File: src/common/rx_cfg_pkg.sv
// Constants and types shared by the receive configuration register group
package rx_cfg_pkg;
	// Port count and per-port register window, in register indices
	localparam int          NUM_PORTS   = 8;
	localparam logic [12:0] PORT_STRIDE = 13'h0200;
	// Offsets inside one port window
	localparam logic [8:0]  OFF_SA_MASK = 9'h0a6;
	localparam logic [8:0]  OFF_SIG_EN1 = 9'h0a8;
	localparam logic [8:0]  OFF_SIG_EN2 = 9'h0a9;
	localparam logic [8:0]  OFF_SIG_EN3 = 9'h0aa;
	localparam logic [8:0]  OFF_SIG_EN4 = 9'h0ab;
	localparam logic [8:0]  OFF_UP1     = 9'h0ac;
	localparam logic [8:0]  OFF_UP2     = 9'h0ad;
	localparam logic [8:0]  OFF_DN1     = 9'h0ae;
	localparam logic [8:0]  OFF_DN2     = 9'h0af;
	localparam logic [8:0]  OFF_CTRL    = 9'h1c0;
	localparam logic [8:0]  OFF_STATUS  = 9'h1c1;
	localparam logic [8:0]  OFF_CLEAR   = 9'h1c2;
	localparam logic [8:0]  OFF_ENABLE  = 9'h1c3;
	// Reset value of every register
	localparam logic [7:0]  REG_RESET   = 8'h00;
	// Field positions
	localparam int          MASK_LOW_BIT = 0;
	localparam int          MASK_SA6_BIT = 1;
	localparam int          CTRL_E1_BIT  = 0;
	localparam int          CTRL_LEN_LSB = 4;
	localparam int          ST_LOW   = 0;
	localparam int          ST_SA6   = 1;
	localparam int          ST_SIG   = 2;
	localparam int          ST_UP    = 3;
	localparam int          ST_DOWN  = 4;
	localparam int          ST_W     = 5;
	localparam int          IRQ_W    = NUM_PORTS * ST_W;
	// Matching bits needed before a code counts as received
	localparam logic [15:0] INTEG_BITS = 16'h0030;
	// Register slots of one port
	typedef enum logic [3:0] {
		SLOT_MASK = 4'h0, SLOT_SIG1 = 4'h1, SLOT_SIG2 = 4'h2, SLOT_SIG3 = 4'h3,
		SLOT_SIG4 = 4'h4, SLOT_UP1 = 4'h5, SLOT_UP2 = 4'h6, SLOT_DN1 = 4'h7,
		SLOT_DN2 = 4'h8, SLOT_CTRL = 4'h9, SLOT_EN = 4'ha, SLOT_STAT = 4'hb,
		SLOT_CLR = 4'hc, SLOT_NONE = 4'hf
	} slot_t;
endpackage : rx_cfg_pkg

File: src/common/code_det_if.sv
// Link between register logic and one repeating-code detector
`timescale 1ns/1ps
interface code_det_if;
	logic [15:0] pattern;  // Bit 15 sent first
	logic [3:0]  len_m1;   // Pattern length minus one
	logic        restart;  // Restart integration
	logic        rx_bit;   // Received bit
	logic        rx_valid; // Bit strobe
	logic        seen;     // Code being received
	modport ctl (output pattern, len_m1, restart, rx_bit, rx_valid, input seen);
	modport det (input pattern, len_m1, restart, rx_bit, rx_valid, output seen);
endinterface : code_det_if

File: src/hw/rx_cfg_regs.sv
// Per-port receive mask, signaling enable and loop code registers
`timescale 1ns/1ps
module rx_cfg_regs (
	input  wire logic          mclk,
	input  wire logic          sys_rst,
	input  wire logic          wb_cyc_i,
	input  wire logic          wb_stb_i,
	input  wire logic          wb_we_i,
	input  wire logic [14:0]   wb_adr_i,
	input  wire logic [3:0]    wb_sel_i,
	input  wire logic [31:0]   wb_dat_i,
	output logic      [31:0]   wb_dat_o,
	output logic               wb_ack_o,
	input  wire logic [7:0]    rx_bit,
	input  wire logic [7:0]    rx_bit_valid,
	input  wire logic [7:0]    boc_event,
	input  wire logic [7:0]    sa6_event,
	input  wire logic [7:0]    sax_event,
	input  wire logic [255:0]  sig_state_change,
	output logic               irq,
	output logic [7:0]         signaling_change_flag,
	output logic [7:0]         loop_up_seen,
	output logic [7:0]         loop_down_seen
);
	import rx_cfg_pkg::*;

	typedef struct packed {
		logic [NUM_PORTS-1:0][10:0][7:0] regs;    // Stored registers
		logic [NUM_PORTS-1:0]            rst_up;  // Up detector restart
		logic [NUM_PORTS-1:0]            rst_dn;  // Down detector restart
		logic [IRQ_W-1:0]                clr;     // Status clear pulse
		logic                            ack;     // Bus ack
		logic [7:0]                      dat;     // Read data
		logic [NUM_PORTS-1:0]            sig;     // Signaling flag
		logic [NUM_PORTS-1:0]            up;      // Loop-up seen
		logic [NUM_PORTS-1:0]            dn;      // Loop-down seen
	} top_state_t;

	top_state_t state;      // Registered state
	top_state_t next_state; // Next state

	logic [NUM_PORTS-1:0] up_hit;  // Detector outputs
	logic [NUM_PORTS-1:0] dn_hit;
	logic [IRQ_W-1:0]     ev_set;  // Events this cycle
	logic [IRQ_W-1:0]     ev_gate; // Enable and mask
	logic [IRQ_W-1:0]     ev_stat; // Sticky status
	logic                 irq_lvl; // Interrupt flop
	logic [NUM_PORTS-1:0] sig_ev;  // Signaling change now

	// Offset to slot; used for both read and write decode
	function automatic slot_t slot_of(input logic [8:0] off);
		if (off == OFF_SA_MASK) begin
			slot_of = SLOT_MASK;
		end else if (off == OFF_SIG_EN1) begin
			slot_of = SLOT_SIG1;
		end else if (off == OFF_SIG_EN2) begin
			slot_of = SLOT_SIG2;
		end else if (off == OFF_SIG_EN3) begin
			slot_of = SLOT_SIG3;
		end else if (off == OFF_SIG_EN4) begin
			slot_of = SLOT_SIG4;
		end else if (off == OFF_UP1) begin
			slot_of = SLOT_UP1;
		end else if (off == OFF_UP2) begin
			slot_of = SLOT_UP2;
		end else if (off == OFF_DN1) begin
			slot_of = SLOT_DN1;
		end else if (off == OFF_DN2) begin
			slot_of = SLOT_DN2;
		end else if (off == OFF_CTRL) begin
			slot_of = SLOT_CTRL;
		end else if (off == OFF_ENABLE) begin
			slot_of = SLOT_EN;
		end else if (off == OFF_STATUS) begin
			slot_of = SLOT_STAT;
		end else if (off == OFF_CLEAR) begin
			slot_of = SLOT_CLR;
		end else begin
			slot_of = SLOT_NONE;
		end
	endfunction : slot_of

	// Bus word index: port window times stride plus offset
	logic [12:0] idx;      // Register index
	logic [2:0]  acc_port; // Addressed port
	logic [8:0]  acc_off;  // Offset in window
	slot_t       acc_slot; // Decoded slot
	logic        req;      // New request

	assign idx      = wb_adr_i[14:2];
	assign acc_port = idx[11:9];
	assign acc_off  = idx[8:0];
	assign acc_slot = (idx[12] == 1'b0) ? slot_of(acc_off) : SLOT_NONE;
	assign req      = wb_cyc_i & wb_stb_i & ~state.ack;

	// Per-port event sources and gates
	generate
		for (genvar p = 0; p < NUM_PORTS; p++) begin : g_ev
			logic       e1;     // Port in E1 mode
			logic [7:0] mask;   // Sa/BOC mask register
			logic [31:0] ch_en; // Channel enables
			assign e1   = state.regs[p][SLOT_CTRL][CTRL_E1_BIT];
			assign mask = state.regs[p][SLOT_MASK];
			// fourth byte counts only in E1
			assign ch_en = {(e1 ? state.regs[p][SLOT_SIG4] : 8'h00), state.regs[p][SLOT_SIG3],
				state.regs[p][SLOT_SIG2], state.regs[p][SLOT_SIG1]};
			assign sig_ev[p] = |(sig_state_change[p*32 +: 32] & ch_en);
			// Low event is BOC in T1, SaX change in E1
			assign ev_set[p*ST_W + ST_LOW]  = e1 ? sax_event[p] : boc_event[p];
			assign ev_set[p*ST_W + ST_SA6]  = e1 & sa6_event[p];
			assign ev_set[p*ST_W + ST_SIG]  = sig_ev[p];
			assign ev_set[p*ST_W + ST_UP]   = up_hit[p] & ~state.up[p];
			assign ev_set[p*ST_W + ST_DOWN] = dn_hit[p] & ~state.dn[p];
			assign ev_gate[p*ST_W + ST_LOW] = state.regs[p][SLOT_EN][ST_LOW] & mask[MASK_LOW_BIT];
			assign ev_gate[p*ST_W + ST_SA6] = state.regs[p][SLOT_EN][ST_SA6] & e1 & mask[MASK_SA6_BIT];
			assign ev_gate[p*ST_W + ST_SIG]  = state.regs[p][SLOT_EN][ST_SIG];
			assign ev_gate[p*ST_W + ST_UP]   = state.regs[p][SLOT_EN][ST_UP];
			assign ev_gate[p*ST_W + ST_DOWN] = state.regs[p][SLOT_EN][ST_DOWN];
		end
	endgenerate

	// Loop code detectors, one pair per port
	generate
		for (genvar p = 0; p < NUM_PORTS; p++) begin : g_det
			code_det_if up_if ();
			code_det_if dn_if ();
			assign up_if.len_m1   = state.regs[p][SLOT_CTRL][CTRL_LEN_LSB +: 4];
			assign dn_if.len_m1   = state.regs[p][SLOT_CTRL][CTRL_LEN_LSB +: 4];
			// First byte holds the leading bits
			assign up_if.pattern  = {state.regs[p][SLOT_UP1], state.regs[p][SLOT_UP2]};
			assign dn_if.pattern  = {state.regs[p][SLOT_DN1], state.regs[p][SLOT_DN2]};
			assign up_if.restart  = state.rst_up[p];
			assign dn_if.restart  = state.rst_dn[p];
			assign up_if.rx_bit   = rx_bit[p];
			assign dn_if.rx_bit   = rx_bit[p];
			assign up_if.rx_valid = rx_bit_valid[p];
			assign dn_if.rx_valid = rx_bit_valid[p];
			assign up_hit[p]      = up_if.seen;
			assign dn_hit[p]      = dn_if.seen;
			code_detector u_up (
				.mclk    (mclk),
				.sys_rst (sys_rst),
				.link    (up_if.det)
			);
			code_detector u_dn (
				.mclk    (mclk),
				.sys_rst (sys_rst),
				.link    (dn_if.det)
			);
		end
	endgenerate

	// Sticky status and interrupt
	irq_bank u_irq (
		.mclk    (mclk),
		.sys_rst (sys_rst),
		.set_ev  (ev_set),
		.clr_ev  (state.clr),
		.gate    (ev_gate),
		.status  (ev_stat),
		.irq     (irq_lvl)
	);

	// Bus access, register writes and flag registers
	always_comb begin
		next_state        = state;
		next_state.ack    = req;
		next_state.rst_up = '0;
		next_state.rst_dn = '0;
		next_state.clr    = '0;
		next_state.sig    = sig_ev;
		next_state.up     = up_hit;
		next_state.dn     = dn_hit;
		if (req && !wb_we_i) begin
			// Read; unmapped and write-only give zero
			if (acc_slot == SLOT_STAT) begin
				next_state.dat = {3'h0, ev_stat[acc_port*ST_W +: ST_W]};
			end else if (acc_slot == SLOT_EN) begin
				next_state.dat = {3'h0, state.regs[acc_port][SLOT_EN][ST_W-1:0]};
			end else if (acc_slot <= SLOT_CTRL) begin
				next_state.dat = state.regs[acc_port][acc_slot];
			end else begin
				next_state.dat = 8'h00;
			end
		end else if (req && wb_sel_i[0]) begin
			// Write on the low byte lane only
			next_state.dat = 8'h00;
			if (acc_slot == SLOT_CLR) begin
				next_state.clr[acc_port*ST_W +: ST_W] = wb_dat_i[ST_W-1:0];
			end else if (acc_slot == SLOT_EN) begin
				next_state.regs[acc_port][SLOT_EN] = {3'h0, wb_dat_i[ST_W-1:0]};
			end else if (acc_slot <= SLOT_CTRL) begin
				next_state.regs[acc_port][acc_slot] = wb_dat_i[7:0];
			end
			// restart detector on first byte write
			if (acc_slot == SLOT_UP1) begin
				next_state.rst_up[acc_port] = 1'b1;
			end
			if (acc_slot == SLOT_DN1) begin
				next_state.rst_dn[acc_port] = 1'b1;
			end
		end
	end

	// State register
	always_ff @(posedge mclk) begin
		if (sys_rst) begin
			state <= '0;
		end else begin
			state <= next_state;
		end
	end

	// Outputs straight from flops
	assign wb_ack_o              = state.ack;
	assign wb_dat_o              = {24'h000000, state.dat};
	assign irq                   = irq_lvl;
	assign signaling_change_flag = state.sig;
	assign loop_up_seen          = state.up;
	assign loop_down_seen        = state.dn;
endmodule : rx_cfg_regs

File: src/hw/code_detector.sv
// Repeating-code detector with integration counter
`timescale 1ns/1ps
module code_detector (
	input wire logic mclk,
	input wire logic sys_rst,
	code_det_if.det  link
);
	import rx_cfg_pkg::*;

	typedef struct packed {
		logic [3:0]  phase; // Position in pattern
		logic [15:0] count; // Consecutive matches
		logic        seen;  // Detected
	} det_state_t;

	det_state_t state;      // Registered state
	det_state_t next_state; // Next state

	// Match and integrate
	always_comb begin
		next_state = state;
		if (link.restart) begin
			next_state = '0;
		end else if (link.rx_valid) begin
			// first bit leads, short lengths skip low bits
			// second byte unused below eight bits
			if (link.rx_bit == link.pattern[4'hf - state.phase]) begin
				next_state.phase = (state.phase == link.len_m1) ? 4'h0 : state.phase + 4'h1;
				if (state.count != INTEG_BITS) begin
					next_state.count = state.count + 16'h0001;
				end
			end else if (link.rx_bit == link.pattern[15]) begin
				// Resync on the first bit only; a start that began inside the failed partial match is missed
				next_state.phase = (link.len_m1 == 4'h0) ? 4'h0 : 4'h1;
				next_state.count = 16'h0001;
			end else begin
				next_state.phase = 4'h0;
				next_state.count = 16'h0000;
			end
			next_state.seen = (next_state.count == INTEG_BITS);
		end
	end

	// State register
	always_ff @(posedge mclk) begin
		if (sys_rst) begin
			state <= '0;
		end else begin
			state <= next_state;
		end
	end

	assign link.seen = state.seen;
endmodule : code_detector

File: src/hw/irq_bank.sv
// Sticky event status with enable gating onto one interrupt
`timescale 1ns/1ps
module irq_bank (
	input  wire logic                        mclk,
	input  wire logic                        sys_rst,
	input  wire logic [rx_cfg_pkg::IRQ_W-1:0] set_ev,
	input  wire logic [rx_cfg_pkg::IRQ_W-1:0] clr_ev,
	input  wire logic [rx_cfg_pkg::IRQ_W-1:0] gate,
	output logic      [rx_cfg_pkg::IRQ_W-1:0] status,
	output logic                             irq
);
	import rx_cfg_pkg::*;

	typedef struct packed {
		logic [IRQ_W-1:0] status; // Sticky bits
		logic             irq;    // Interrupt level
	} irq_state_t;

	irq_state_t state;      // Registered state
	irq_state_t next_state; // Next state

	// Set beats clear in the same cycle so no event is lost
	always_comb begin
		next_state.status = (state.status & ~clr_ev) | set_ev;
		next_state.irq    = |(next_state.status & gate);
	end

	// State register
	always_ff @(posedge mclk) begin
		if (sys_rst) begin
			state <= '0;
		end else begin
			state <= next_state;
		end
	end

	assign status = state.status;
	assign irq    = state.irq;
endmodule : irq_bank

File: config.mk
export PLATFORM = sky130hd
export DESIGN_NAME = rx_cfg_regs
export DESIGN_NICKNAME = d
export VERILOG_FILES = /design/src/common/rx_cfg_pkg.sv /design/src/common/code_det_if.sv /design/src/hw/rx_cfg_regs.sv /design/src/hw/code_detector.sv /design/src/hw/irq_bank.sv
export SDC_FILE = /design/constraint.sdc
export NUM_CORES = 2
export LEC_CHECK = 0
export BUFFER_PORTS_ARGS = -buffer_cell sky130_fd_sc_hd__buf_2
export CAP_MARGIN = 15
export CORE_ASPECT_RATIO = 0.8
export CORE_MARGIN = 5
export CORE_UTILIZATION = 35
export DETAILED_ROUTE_END_ITERATION = 8
export PLACE_DENSITY_LB_ADDON = 0.12
export SLEW_MARGIN = 20
export SYNTH_ARGS = -nofsm -noshare
export SYNTH_HDL_FRONTEND = slang
export SYNTH_SLANG_ARGS = --single-unit
File: constraint.sdc
create_clock -name mclk -period 5.63 [get_ports mclk]
set_clock_uncertainty 0.1 [all_clocks]
set_input_delay 0.563 -clock mclk [delete_from_list [all_inputs] [get_ports mclk]]
set_output_delay 0.563 -clock mclk [all_outputs]
set_load 0.1 [all_outputs]
==> results.toml <==
[cts]
cts.clk_slew.worst_paths_ps = 60
cts-buffers-inserted = 133
clockBufferDepth = 3
cts_setup_buffers = 0
cts_max_level = 4
clkLatencyLatePin_ps = 800
cts_sinks = 1146
cts_tree = "yes"
root_buffer = "clkbuf_16"

[setup_path]
path_class = "reg -> reg"
crit_slowest_cell = "dfxtp_1"
crit_top_cell = "mux2i_1"
reg2reg_slack_ps = 1670
endpoint_kind = "flop"
max_stage_delay_ps = 820
cp_max_fo = 8
critPathTopFamily = "multiplexers"
critical_path_buf_inv_count = 0
required_ps = 6240
arrival_ps = 4570
cp-start-kind = "flop"
crit_chain = "mux4_2 -> mux2i_1 -> mux2i_1 -> xnor2_1 -> nand2_1 -> or3_1 -> a21oi_1"

[pwr]
p_per_area_nw_per_um2 = 272
power.leakage_nw = 23.6
power.total_w = 0.0189
ir_drop_mv = 0.254

[timing]
min_period_over_period_pct = 70.4
final_max_slew_viol_count = 0
grt_setup_unrepaired = "no"
finalHoldViolCount = 0
worstMarginPinSlew_ps = 1340
relSlewSlack_pct = 10.8
holdWs_ps = 49.2
fin_setup_tns_ps = 0
min_period_ps = 3960
max_freq_ghz = 0.252
setup_viol = 0

[routing]
vias_per_cell = 6.10
drc = 0
wl_per_cell_um = 27.7
drtIter0Drc = 7905
first_pass_iters = 6
drt-total-wl_um = 284000
detail-route-antenna-nets = 0
vias = 62500

[logic_synthesis]
async_reset_ff_share_pct = 0
ys_warn_count = 0
yosysTopAreaCellShare_pct = 37.6
ys_top_cells_by_area = "dfxtp_1, a21oi_1, nand2_1"
yosysTopAreaCell = "dfxtp_1"
yosysMostFrequentCell = "nand2_1"
synth_edf_count = 0
netlist_area_um2 = 61100
synth_area_per_cell_um2 = 7.83
syn_inst = 7796
synthFlopType = "dfxtp_1"
ys_types = 96
netlist_top_cells_count = "nand2_1, dfxtp_1, a21oi_1"
ys_seq_area_share_pct = 37.6
yosys_register_bits = 1146

[floorplanning]
dieWidth_um = 477
core_region_area_um2 = 174000
fp.dieH_um = 384
start_util_pct = 35.1
die_area_um2 = 183000
rows = 137
ioPinCount = 410

[grt]
overflow = 0
grt_pass1_wl_um = 406000
grt_use_met3_pct = 7.07
antenna_found_initial = 14
use_met1_pct = 41.0
use_met2_pct = 42.9
grt_max_degree = 212
grt_pass1_vias = 57200
grt_usage_pct = 29.5
busiest_layer = "met2"

[finish]
finalNetCount = 8247
register_area_um2 = 22900
layout-drive-gt1-share_pct = 13.0
fillCellCount = 17700
multi_input_area_um2 = 35000
syn_to_final_growth_pct = 13.6

[placement]
routabilityCongestion = 1.00
hpwl_um = 202000
portBuffers = 356

[min_path]
min_path_type = "in -> reg"

[outcome]
status = "complete, no violations"

[flow_run]
cap_viol_max_count = 0
==> worst paths after layout <==
check	endpoint	startpoint	depth (start not counted)
worst max-delay path	g_det[6].u_up.state[16]	g_det[6].u_up.state[18]	7
worst min-delay path	u_irq.status[10]	boc_event[2]	4
worst max register to register	g_det[6].u_up.state[16]	g_det[6].u_up.state[18]	7
worst min register to register	state[250]	state[250]	2
==> tightest hold or removal path, delay by kind of cell <==
kind | cells | cell delay [ps]
simple gates | 2 | 190
compound gates | 1 | 80
buf+inv | 1 | 70
==> power by group <==
group / switching, W / leakage [nW] / internal (W)
registers: 0.0000360 / 9.23 / 0.00813
logic: 0.00108 / 12.1 / 0.000382
clock network: 0.00389 / 2.26 / 0.00536
==> cell families after synthesis <==
group	Yosys count	share of synthesized area (%)
AOI/OAI and AO/OA	2228	21.7
xor gates and xnor gates	153	2.19
adders and majority gates	53	1.08
buffers and inverters	784	5.31
DFF	1146	37.6
muxes	320	7.27
other	1	0.00614
and+or+nand+nor	3111	24.9
==> layout make-up <==
| cell class | instances | area share [%] |
|---|---|---|
| Clock buffer | 201 | 5.70 |
| Inverter | 127 | 0.687 |
| Sequential cell | 1146 | 33.1 |
| Antenna cell | 6 | 0.0216 |
| Tap cell | 2293 | 4.13 |
| Clock inverter | 44 | 0.934 |
| Multi-Input combinational cell | 5889 | 50.5 |
| Timing Repair Buffer | 546 | 5.00 |
==> through the flow <==
stage | cells | instance area (um2) | setup slack, ps | utilization, %
after floorplan | 7819 | 61200 | 2610 | -
after global placement | 9980 | 64600 | 1360 | 37.1
after detailed placement | 9980 | 64600 | 1310 | 37.1
after CTS | 10200 | 69400 | 1690 | 39.9
after global routing | 10300 | 69400 | 1410 | 39.9
final | 10300 | 69400 | 1670 | 39.9
==> flip-flops by register name (all words and copies together), names as in the netlist, 24 cells and up <==
register / cells
g_det.up_if.pattern: 128
g_det.dn_if.pattern: 128
g_det.u_dn.state: 160
u_irq.status: 40
state: 144
g_ev.mask: 64
g_det.u_up.state: 160
ev_gate: 24
g_ev.ch_en: 192
g_det.dn_if.len_m1: 32
==> per-layer routing <==
| layer | vias to the layer above | part of all wire (%) |
|---|---|---|
| li1 | 28200 | - |
| met1 | 30400 | 43 |
| met2 | 3279 | 41 |
| met3 | 584 | 10 |
| met4 | 6 | 5.4 |
| met5 | - | 0.015 |
==> layout by cell type, fill, tap and decap left out, types with 124 or more instances in the layout <==
cell	Yosys	routed
nor3_1	149	149
o21ai_0	506	506
buf_2	60	352
buf_4	58	156
a21oi_1	955	955
nand3_1	331	330
o22ai_1	200	200
mux2i_1	151	151
nand2_1	1262	1262
dfxtp_1	1146	1146
inv_1	126	124
nor2_1	491	490
clkbuf_16	0	134
==> what timing repair did <==
item,CTS,global route
hold endpoints to repair,16,0
hold buffers,21,0
gates resized for setup,0,0
Note: power is estimated with default switching activity, not from simulation.
